`src/rtl/addr_ctrl_pkg.sv`:
```
// constants and types shared by the bus addressing and talk-only block
package addr_ctrl_pkg;
	// ----------------------------------------------------------------
	// address settings
	// ----------------------------------------------------------------
	localparam logic [5:0] ADDR_DEFAULT  = 6'h1B; // 27
	localparam logic [5:0] ADDR_MAX      = 6'h1E; // 30
	localparam logic [5:0] ADDR_TALK_PFX = 6'h28; // 40
	localparam logic [5:0] ADDR_TALK_RAW = 6'h29; // 41
	// ----------------------------------------------------------------
	// command bytes (seven bit, parity bit ignored)
	// ----------------------------------------------------------------
	localparam logic [1:0] GRP_LISTEN = 2'h1;
	localparam logic [1:0] GRP_TALK   = 2'h2;
	localparam logic [6:0] CMD_UNL    = 7'h3F;
	localparam logic [6:0] CMD_UNT    = 7'h5F;
	localparam logic [2:0] GRP_ACG    = 3'h0;  // 0x00..0x0F
	// ----------------------------------------------------------------
	// register map and field positions
	// ----------------------------------------------------------------
	localparam logic [3:0] REG_STATUS = 4'h0;
	localparam logic [3:0] REG_RATE   = 4'h4;
	localparam logic [3:0] REG_MENU   = 4'h8;
	localparam int         ST_LISTEN  = 6;
	localparam int         ST_TALK    = 7;
	localparam int         ST_TONLY   = 8;
	localparam logic [2:0] RATE_RESET = 3'h0;
	localparam logic [2:0] RATE_MANUAL_TRIGGER_BUTTON  = 3'h6;
	// ----------------------------------------------------------------
	// timing
	// ----------------------------------------------------------------
	localparam int CLK_HZ      = 40000000;
	localparam int CONV_MS     = 360;
	localparam int CONV_CYCLES = CLK_HZ / 1000 * CONV_MS;
	localparam int SEC_CYCLES  = CLK_HZ;
	localparam logic [11:0] SECS_R1 = 12'h001; // 1 s
	localparam logic [11:0] SECS_R2 = 12'h00A; // 10 s
	localparam logic [11:0] SECS_R3 = 12'h03C; // 1 min
	localparam logic [11:0] SECS_R4 = 12'h258; // 10 min
	localparam logic [11:0] SECS_R5 = 12'hE10; // 1 h
	localparam int FIFO_DEPTH = 32;
	localparam int FIFO_WIDTH = 8;
	// ----------------------------------------------------------------
	// types
	// ----------------------------------------------------------------
	typedef enum logic [1:0] {
		MODE_ADDRESSED,
		MODE_TALK_PFX,
		MODE_TALK_RAW
	} mode_t;
	typedef struct packed {
		logic       atn;  // command (high) or data byte
		logic [7:0] data;
	} bus_byte_t;
endpackage : addr_ctrl_pkg

```
`src/rtl/bus_address_talk_only_ctrl.sv`:
```
// bus addressing, talk-only pacing and reading output path
// Notes on behaviour
// - addressed commands are ignored until our own listen address arrives.
// - readings go out only when addressed to talk, outside talk-only.
// - stored address defaults to 27 before any programming.
// - addresses 0 to 30 serve normal addressed operation.
// - new setting takes effect on menu exit and is written to storage.
// - setting 40 is talk-only with prefix, 41 talk-only without.
// - in talk-only every bus command is disregarded.
// - talker lamp lights while talk-only is active.
// - rate 0 sends one reading per 360 ms conversion.
// - rates 1 to 5 space readings 1 s, 10 s, 1 min, 10 min, 1 h.
// - rate 6 sends one reading per trigger button press.
// - talk-only sending starts after menu exit with no bus command.
// - listen address is the listen group byte built from our address.
`timescale 1ns/100ps

// ----------------------------------------------------------------
// byte fifo with registered ready towards the filler
// ----------------------------------------------------------------
module byte_fifo #(
	parameter int WIDTH = 8,
	parameter int DEPTH = 32
) (
	input  wire logic             sys_clk,   // clock
	input  wire logic             rst,       // async reset
	input  wire logic             in_valid,  // write request
	output logic                  in_ready,  // room for a word
	input  wire logic [WIDTH-1:0] in_data,   // write word
	output logic                  out_valid, // word available
	input  wire logic             out_ready, // drain accepts
	output logic      [WIDTH-1:0] out_data   // head word
);
	localparam int AW = $clog2(DEPTH);
	logic [WIDTH-1:0] mem [DEPTH];
	logic [AW-1:0]    wp_reg, wp_next, rp_reg, rp_next;
	logic [AW:0]      cnt_reg, cnt_next;
	logic             rdy_reg, rdy_next;
	logic             push, pop;

	// pointer and count update
	always_comb begin
		push     = in_valid && rdy_reg;
		pop      = out_ready && (cnt_reg != '0);
		wp_next  = push ? wp_reg + 1'b1 : wp_reg;
		rp_next  = pop ? rp_reg + 1'b1 : rp_reg;
		cnt_next = cnt_reg + {{AW{1'b0}}, push} - {{AW{1'b0}}, pop};
		rdy_next = (cnt_next != (AW+1)'(DEPTH));
	end

	always_ff @(posedge sys_clk or posedge rst) begin
		if (rst) begin
			wp_reg  <= '0;
			rp_reg  <= '0;
			cnt_reg <= '0;
			rdy_reg <= 1'b1;
		end else begin
			wp_reg  <= wp_next;
			rp_reg  <= rp_next;
			cnt_reg <= cnt_next;
			rdy_reg <= rdy_next;
		end
	end

	// storage has no reset; only written words are ever read
	always_ff @(posedge sys_clk) begin
		if (push) begin
			mem[wp_reg] <= in_data;
		end
	end

	assign in_ready  = rdy_reg;
	assign out_valid = (cnt_reg != '0);
	assign out_data  = mem[rp_reg];
endmodule : byte_fifo

// ----------------------------------------------------------------
// top
// ----------------------------------------------------------------
module bus_address_talk_only_ctrl
	import addr_ctrl_pkg::*;
#(
	parameter int CONV_CYC = CONV_CYCLES, // conversion period, cycles
	parameter int SEC_CYC  = SEC_CYCLES   // one second, cycles
) (
	input  wire logic       sys_clk,          // 40 MHz clock
	input  wire logic       rst,              // async reset, high
	input  wire logic [3:0] reg_addr,         // register byte address
	input  wire logic [31:0] reg_wdata,       // write data
	input  wire logic       reg_wr,           // write strobe
	input  wire logic       reg_rd,           // read strobe
	output logic     [31:0] reg_rdata,        // read data, next cycle
	input  wire logic [1:0] value_step_buttons, // [0] up, [1] down pin
	input  wire logic       menu_exit_button, // exit pin
	input  wire logic       manual_trigger_button, // trigger pin
	input  wire logic       nv_load,          // stored value valid pulse
	input  wire logic [5:0] nv_value,         // stored address
	output logic            nv_store,         // write storage pulse
	output logic      [5:0] nv_store_value,   // value to store
	input  wire logic       cmd_valid,        // received byte pulse
	input  wire bus_byte_t  cmd_in,           // received byte
	input  wire logic       ifc,              // interface clear pulse
	output logic            acc_valid,        // accepted byte pulse
	output bus_byte_t       acc_out,          // accepted byte
	output logic            listen_active,    // addressed to listen
	output logic            talk_active,      // addressed to talk
	output logic            talk_led,         // front talker lamp
	output logic            prefix_en,        // prefix on readings
	output logic            reading_req,      // request a reading
	input  wire logic       rd_valid,         // reading byte valid
	output logic            rd_ready,         // fifo has room
	input  wire logic [7:0] rd_data,          // reading byte
	output logic            tx_valid,         // byte to send
	input  wire logic       tx_ready,         // source handshake takes
	output logic      [7:0] tx_data           // byte on the bus
);
	// ----------------------------------------------------------------
	// pin synchronisers and press detection
	// ----------------------------------------------------------------
	logic [3:0] pin_raw, s1_reg, s2_reg, prev_reg, press;
	assign pin_raw = {manual_trigger_button, menu_exit_button,
		value_step_buttons};

	// first stage feeds only the second stage
	generate
		for (genvar i = 0; i < 4; i++) begin : g_sync
			always_ff @(posedge sys_clk or posedge rst) begin
				if (rst) begin
					s1_reg[i]   <= 1'b0;
					s2_reg[i]   <= 1'b0;
					prev_reg[i] <= 1'b0;
				end else begin
					s1_reg[i]   <= pin_raw[i];
					s2_reg[i]   <= s1_reg[i];
					prev_reg[i] <= s2_reg[i];
				end
			end
			assign press[i] = s2_reg[i] && !prev_reg[i];
		end
	endgenerate

	// ----------------------------------------------------------------
	// address setting: menu value, active value, storage
	// ----------------------------------------------------------------
	logic [5:0] sel_reg, sel_next, act_reg, act_next;
	logic       nvs_reg, nvs_next;
	mode_t      mode_reg, mode_next;

	always_comb begin
		sel_next  = sel_reg;
		act_next  = act_reg;
		nvs_next  = 1'b0;
		mode_next = mode_reg;
		if (nv_load) begin
			sel_next = nv_value;
		end else if (press[0]) begin
			// skip 31..39 and stop at 41
			if (sel_reg < ADDR_MAX)
				sel_next = sel_reg + 6'h01;
			else if (sel_reg == ADDR_MAX)
				sel_next = ADDR_TALK_PFX;
			else
				sel_next = ADDR_TALK_RAW;
		end else if (press[1]) begin
			if (sel_reg == ADDR_TALK_RAW)
				sel_next = ADDR_TALK_PFX;
			else if (sel_reg == ADDR_TALK_PFX)
				sel_next = ADDR_MAX;
			else if (sel_reg != 6'h00)
				sel_next = sel_reg - 6'h01;
		end
		// exit commits the setting and stores it
		if (press[2]) begin
			act_next = sel_reg;
			nvs_next = 1'b1;
		end else if (nv_load) begin
			act_next = nv_value;
		end
		case (act_next)
			ADDR_TALK_PFX: mode_next = MODE_TALK_PFX;
			ADDR_TALK_RAW: mode_next = MODE_TALK_RAW;
			default:       mode_next = MODE_ADDRESSED;
		endcase
	end

	// factory value until storage reports
	always_ff @(posedge sys_clk or posedge rst) begin
		if (rst) begin
			sel_reg  <= ADDR_DEFAULT;
			act_reg  <= ADDR_DEFAULT;
			nvs_reg  <= 1'b0;
			mode_reg <= MODE_ADDRESSED;
		end else begin
			sel_reg  <= sel_next;
			act_reg  <= act_next;
			nvs_reg  <= nvs_next;
			mode_reg <= mode_next;
		end
	end

	// ----------------------------------------------------------------
	// listener and talker addressing
	// ----------------------------------------------------------------
	logic      lis_reg, lis_next, tlk_reg, tlk_next;
	logic      accv_reg, accv_next;
	bus_byte_t acc_reg, acc_next;
	logic      tonly, is_mla, is_mta, is_tag;

	always_comb begin
		tonly  = (mode_reg != MODE_ADDRESSED);
		// own listen and talk bytes
		is_mla = cmd_in.data[6:5] == GRP_LISTEN &&
			cmd_in.data[4:0] == act_reg[4:0];
		is_mta = cmd_in.data[6:5] == GRP_TALK &&
			cmd_in.data[4:0] == act_reg[4:0];
		is_tag = cmd_in.data[6:5] == GRP_TALK;
		lis_next  = lis_reg;
		tlk_next  = tlk_reg;
		accv_next = 1'b0;
		acc_next  = cmd_in;
		if (tonly || ifc) begin
			// bus is not listened to at all
			lis_next = 1'b0;
			tlk_next = 1'b0;
		end else if (cmd_valid && cmd_in.atn) begin
			if (is_mla) begin
				lis_next = 1'b1;
				tlk_next = 1'b0;
			end else if (cmd_in.data[6:0] == CMD_UNL) begin
				lis_next = 1'b0;
			end else if (is_mta) begin
				tlk_next = 1'b1;
				lis_next = 1'b0;
			end else if (is_tag) begin
				tlk_next = 1'b0; // other talker or untalk
			end else if (cmd_in.data[6:4] != GRP_ACG || lis_reg) begin
				// addressed group only while listening
				accv_next = 1'b1;
			end
		end else if (cmd_valid && lis_reg) begin
			accv_next = 1'b1; // device data needs listener
		end
	end

	always_ff @(posedge sys_clk or posedge rst) begin
		if (rst) begin
			lis_reg  <= 1'b0;
			tlk_reg  <= 1'b0;
			accv_reg <= 1'b0;
			acc_reg  <= '0;
		end else begin
			lis_reg  <= lis_next;
			tlk_reg  <= tlk_next;
			accv_reg <= accv_next;
			acc_reg  <= acc_next;
		end
	end

	// ----------------------------------------------------------------
	// talk-only pacing
	// ----------------------------------------------------------------
	logic [2:0]  rate_reg, rate_next;
	logic [23:0] conv_reg, conv_next;
	logic [25:0] sec_reg, sec_next;
	logic [11:0] secs_reg, secs_next, secs_lim;
	logic        req_reg, req_next, conv_tick, sec_tick;

	always_comb begin
		rate_next = rate_reg;
		if (reg_wr && reg_addr == REG_RATE)
			rate_next = reg_wdata[2:0];
		case (rate_reg)
			3'h1:    secs_lim = SECS_R1;
			3'h2:    secs_lim = SECS_R2;
			3'h3:    secs_lim = SECS_R3;
			3'h4:    secs_lim = SECS_R4;
			default: secs_lim = SECS_R5;
		endcase
		// exit restarts every pacing counter; a rate change restarts only the second counters
		conv_tick = conv_reg == 24'(CONV_CYC - 1);
		sec_tick  = sec_reg == 26'(SEC_CYC - 1);
		conv_next = (conv_tick || press[2]) ? '0 : conv_reg + 24'h1;
		sec_next  = (sec_tick || press[2] || rate_next != rate_reg) ? '0 :
			sec_reg + 26'h1;
		secs_next = secs_reg;
		if (press[2] || rate_next != rate_reg)
			secs_next = '0;
		else if (sec_tick)
			secs_next = (secs_reg == secs_lim - 12'h1) ? '0 :
				secs_reg + 12'h1;
		req_next = 1'b0;
		if (tonly && !press[2]) begin
			case (rate_reg)
				3'h0: req_next = conv_tick;
				3'h1, 3'h2, 3'h3, 3'h4, 3'h5:
					req_next = sec_tick &&
						secs_reg == secs_lim - 12'h1;
				RATE_MANUAL_TRIGGER_BUTTON: req_next = press[3];
				default: req_next = 1'b0;
			endcase
		end
	end

	always_ff @(posedge sys_clk or posedge rst) begin
		if (rst) begin
			rate_reg <= RATE_RESET;
			conv_reg <= '0;
			sec_reg  <= '0;
			secs_reg <= '0;
			req_reg  <= 1'b0;
		end else begin
			rate_reg <= rate_next;
			conv_reg <= conv_next;
			sec_reg  <= sec_next;
			secs_reg <= secs_next;
			req_reg  <= req_next;
		end
	end

	// ----------------------------------------------------------------
	// reading path: fifo then registered output stage
	// ----------------------------------------------------------------
	logic       f_valid, f_pop, txv_reg, txv_next, send_ok;
	logic [7:0] f_data, txd_reg, txd_next;

	byte_fifo #(.WIDTH(FIFO_WIDTH), .DEPTH(FIFO_DEPTH)) u_fifo (
		.sys_clk  (sys_clk),
		.rst      (rst),
		.in_valid (rd_valid),
		.in_ready (rd_ready),
		.in_data  (rd_data),
		.out_valid(f_valid),
		.out_ready(f_pop),
		.out_data (f_data)
	);

	// bytes wait in the fifo until sending is allowed
	always_comb begin
		send_ok  = tlk_reg || tonly;
		f_pop    = send_ok && f_valid && (!txv_reg || tx_ready);
		txv_next = txv_reg;
		txd_next = txd_reg;
		if (f_pop) begin
			txv_next = 1'b1;
			txd_next = f_data;
		end else if (tx_ready) begin
			txv_next = 1'b0;
		end
	end

	always_ff @(posedge sys_clk or posedge rst) begin
		if (rst) begin
			txv_reg <= 1'b0;
			txd_reg <= '0;
		end else begin
			txv_reg <= txv_next;
			txd_reg <= txd_next;
		end
	end

	// ----------------------------------------------------------------
	// register read port
	// ----------------------------------------------------------------
	logic [31:0] rdat_reg, rdat_next;
	logic        led_reg, pfx_reg;

	always_comb begin
		rdat_next = '0;
		if (reg_rd) begin
			case (reg_addr)
				REG_STATUS: begin
					rdat_next[5:0]     = act_reg;
					rdat_next[ST_LISTEN] = lis_reg;
					rdat_next[ST_TALK]   = tlk_reg;
					rdat_next[ST_TONLY]  = tonly;
				end
				REG_RATE: rdat_next[2:0] = rate_reg;
				REG_MENU: rdat_next[5:0] = sel_reg;
				default:  rdat_next = '0;
			endcase
		end
	end

	always_ff @(posedge sys_clk or posedge rst) begin
		if (rst) begin
			rdat_reg <= '0;
			led_reg  <= 1'b0;
			pfx_reg  <= 1'b0;
		end else begin
			rdat_reg <= rdat_next;
			led_reg  <= tonly;
			pfx_reg  <= (mode_reg == MODE_TALK_PFX);
		end
	end

	assign reg_rdata      = rdat_reg;
	assign nv_store       = nvs_reg;
	assign nv_store_value = act_reg;
	assign acc_valid      = accv_reg;
	assign acc_out        = acc_reg;
	assign listen_active  = lis_reg;
	assign talk_active    = tlk_reg;
	assign talk_led       = led_reg;
	assign prefix_en      = pfx_reg;
	assign reading_req    = req_reg;
	assign tx_valid       = txv_reg;
	assign tx_data        = txd_reg;
endmodule : bus_address_talk_only_ctrl

```
`config.mk`:
```
export PLATFORM = sky130hd
export DESIGN_NAME = bus_address_talk_only_ctrl
export DESIGN_NICKNAME = d
export VERILOG_FILES = /design/src/rtl/addr_ctrl_pkg.sv /design/src/rtl/bus_address_talk_only_ctrl.sv
export SDC_FILE = /design/constraint.sdc
export NUM_CORES = 1
export LEC_CHECK = 0
export ABC_AREA = 1
export BUFFER_PORTS_ARGS = -buffer_cell sky130_fd_sc_hd__buf_2
export CAP_MARGIN = 20
export CORE_MARGIN = 10
export CORE_UTILIZATION = 25
export DETAILED_ROUTE_END_ITERATION = 8
export GPL_TIMING_DRIVEN = 0
export PLACE_DENSITY_LB_ADDON = 0.2
export SYNTH_ARGS = -nofsm -noshare
export SYNTH_HDL_FRONTEND = slang
export SYNTH_SLANG_ARGS = --single-unit
```
`constraint.sdc`:
```
create_clock -name sys_clk -period 9.8 [get_ports sys_clk]
set_input_delay 0.49 -clock sys_clk [delete_from_list [all_inputs] [get_ports sys_clk]]
set_output_delay 0.49 -clock sys_clk [all_outputs]
set_load 0.005 [all_outputs]
```
==> impl_metrics.ini <==
[power_and_ir_drop]
p_seq_share_pct = 38.0
switching_share_pct = 35.8
combPwrFrac_pct = 29.2
p_leak_nw = 8.16
internal_power_mw = 3.44
switchingPower_mw = 1.92
max-vdd-ir-drop_mv = 0.156
pwr-share-clk_pct = 32.8
power.density_nw_per_um2 = 254
p_total_mw = 5.36

[grt]
grt_remaining_overflow = 0
antenna_found_initial = 0
grt_start_max_net_pins = 78
grt_pass1_wl_mm = 79.7
gr-usage-all-layers_pct = 12.5
grt_pass1_vias = 13000

[sta]
finalHoldViolCount = 0
fin_skew_ps = 34.8
finalCriticalPeriod_ps = 3950
slew_headroom_pct = 23.0
slew_viol_final = 0
setup_tns_ps = 0
setup_viol = 0
max_freq_ghz = 0.253
rsz0062_at_grt = no
setup_slack_ps = 5850
hold_ws_ps = 17.8
fin_crit_sh_pct = 40.3
worst_slew_pin_slew_ps = 1150

[cts]
htree_levels = 2
cts_setup_buffers = 0
clk_pin_slew_ps = 60
clk_latency_ps = 590
cts_tree = yes
cts_buffer_depth = 3
cts_resized = 0
root_buffer = clkbuf_16
cts.sinks = 398
hold_buffers = 5
cts_inserted_buffers = 45

[floorplan]
rows = 97
ios = 136
die-area_um2 = 82200
fp.dieH_um = 287
design.core.area_um2 = 70300
die_x_um = 287
start_util_pct = 25.3

[worst_setup_path]
crit_path_max_fanout = 10
worstSetupPathType = register to register
path_cells = or2_1 -> clkbuf_1 -> o21ai_1 -> inv_1 -> nand2_1 -> inv_1 -> clkbuf_1 -> ha_1 -> inv_1 -> ha_1 -> inv_1 -> fa_1 -> o21ai_0 -> xor2_1 -> nor4_1 -> nand3_1
start_kind = register
end_kind = register
slowest_stage = clkbuf_1
cp.arrival_ps = 4430
cpMostUsedCell = inv_1
worst_path_largest_cell_delay_ps = 690
required_ps = 10270

[route]
drtPass1Iterations = 5
detail_route.vias_per_cell = 4.56
vias = 13100
ant_nets = 0
wl_per_cell_um = 18.3
drt_iter0_markers = 1092
drcViolationCount = 0
wirelength_mm = 52.5

[place]
dp_hpwl_mm = 36.6
routabilityCongestion = 0.854
dp_cells = 2783
place_area_um2 = 19500
io_buffers = 83
place_ws_ps = 5920

[logic_synthesis]
synth_largest_area_cell = edfxtp_1
ys.flop_type = edfxtp_1
synth_cells = 1735
synth_seq_cells = 398
netlist_area_um2 = 17800
synth_edf_count = 256
synth_area_leaders = edfxtp_1 (43%), dfrtp_1 (19%), nor2_1 (6.4%)
synthArstFlopShare_pct = 35.7
ys_warn_count = 0
avgSynthCellArea_um2 = 10.2
ys_seq_area_share_pct = 63.3
synth.distinct_cells = 48
yosysTopAreaCellShare_pct = 43.2

[flow_run]
cap_viol_max_count = 0

[layout]
largest_register_ffs = 256
stdcell_count = 2871
n_antenna_cell = 0
fin_nets = 1990
post-route-util_pct = 30.0
final_cell_mix = nor2_1 (304), nand2_1 (267), edfxtp_1 (256)
final_area_um2 = 21100
mostFrequentLayoutCell = nor2_1
syn_to_final_growth_pct = 18.6
drive_above_1_share_pct = 12.5

[hold_path]
worstHoldPathType = primary input to async pin

[status]
status = finished, final reports clean
==> area by class of cell <==
cell class / count / area, um^2
Fill cell: 7270 / 49200
Sequential cell: 398 / 11300
Multi-Input combinational cell: 1131 / 5620
Tap cell: 940 / 1180
Clock buffer: 50 / 1160
Inverter: 135 / 512
Timing Repair Buffer: 91 / 509
Buffer: 93 / 497
Clock inverter: 33 / 373
==> power groups by stage <==
stage	Sequential [mW]	Combinational, mW	Clock [mW]
floorplan	2.04	0.974	0
global placement	2.06	1.56	0
detailed placement	2.07	1.57	0
CTS	2.03	1.58	1.80
global route	2.05	1.74	1.88
finish	2.03	1.56	1.76
==> cell families after synthesis <==
family,Yosys count,synth area share [%]
compound gates,272,8.72
xor+xnor,45,2.22
fa+ha+maj,23,1.66
buf+inv,228,5.64
flops,398,63.3
other cells,1,0.0211
simple gates,768,18.5
==> path summary, 6_finish.rpt <==
kind / start / to / slack [ps] / depth (start not counted)
min in group sys_clk: manual_trigger_button / s1_reg[3] / 30 / 1
worst max-delay path: mode_reg[1] / u_fifo.in_ready / 5850 / 16
worst min register to register: s1_reg[3] / s2_reg[3] / 340 / 0
worst min-delay path: rst / sec_reg[4] / 20 / 2
worst max register to register: mode_reg[1] / u_fifo.in_ready / 5850 / 16
max in group asynchronous: rst / sel_reg[0] / 8950 / 3
==> worst max-delay path, delay by kind of cell (launching register included) <==
family	cells	cell delay (ps)
adders and majority gates	3	910
and+or+nand+nor	4	580
xor gates and xnor gates	1	120
AOI/OAI and AO/OA	2	390
DFF	1	340
buffers and inverters	6	1490
==> layer usage <==
| layer | share of wire (%) | vias to the layer above | routed length, um | GRT usage, % |
|---|---|---|---|---|
| li1 | - | 6231 | - | - |
| met1 | 45 | 6413 | 23700 | 16.8 |
| met2 | 47 | 369 | 24600 | 20.4 |
| met3 | 5.8 | 75 | 3050 | 2.28 |
| met4 | 2.1 | 0 | 1080 | 3.28 |
| met5 | 0 | - | 0 | 0 |
==> cells in the mapped netlist, types with 3 or more instances <==
library cell / count
a21oi_1: 24
a31oi_1: 4
buf_2: 25
buf_4: 27
clkbuf_1: 39
clkinv_1: 3
dfrtp_1: 133
dfstp_2: 9
edfxtp_1: 256
ha_1: 22
inv_1: 123
inv_2: 9
nand2_1: 267
nand3_1: 84
nand3_2: 3
nand3b_1: 9
nand4_1: 35
nor2_1: 304
nor2_2: 5
nor3_1: 33
nor3b_1: 7
nor4_1: 12
o211ai_1: 33
o21ai_0: 150
o21ai_1: 13
o221ai_1: 3
o22ai_1: 28
o31ai_1: 4
o32ai_1: 6
xnor2_1: 12
xor2_1: 33
Power figures use the tool's default switching activity.
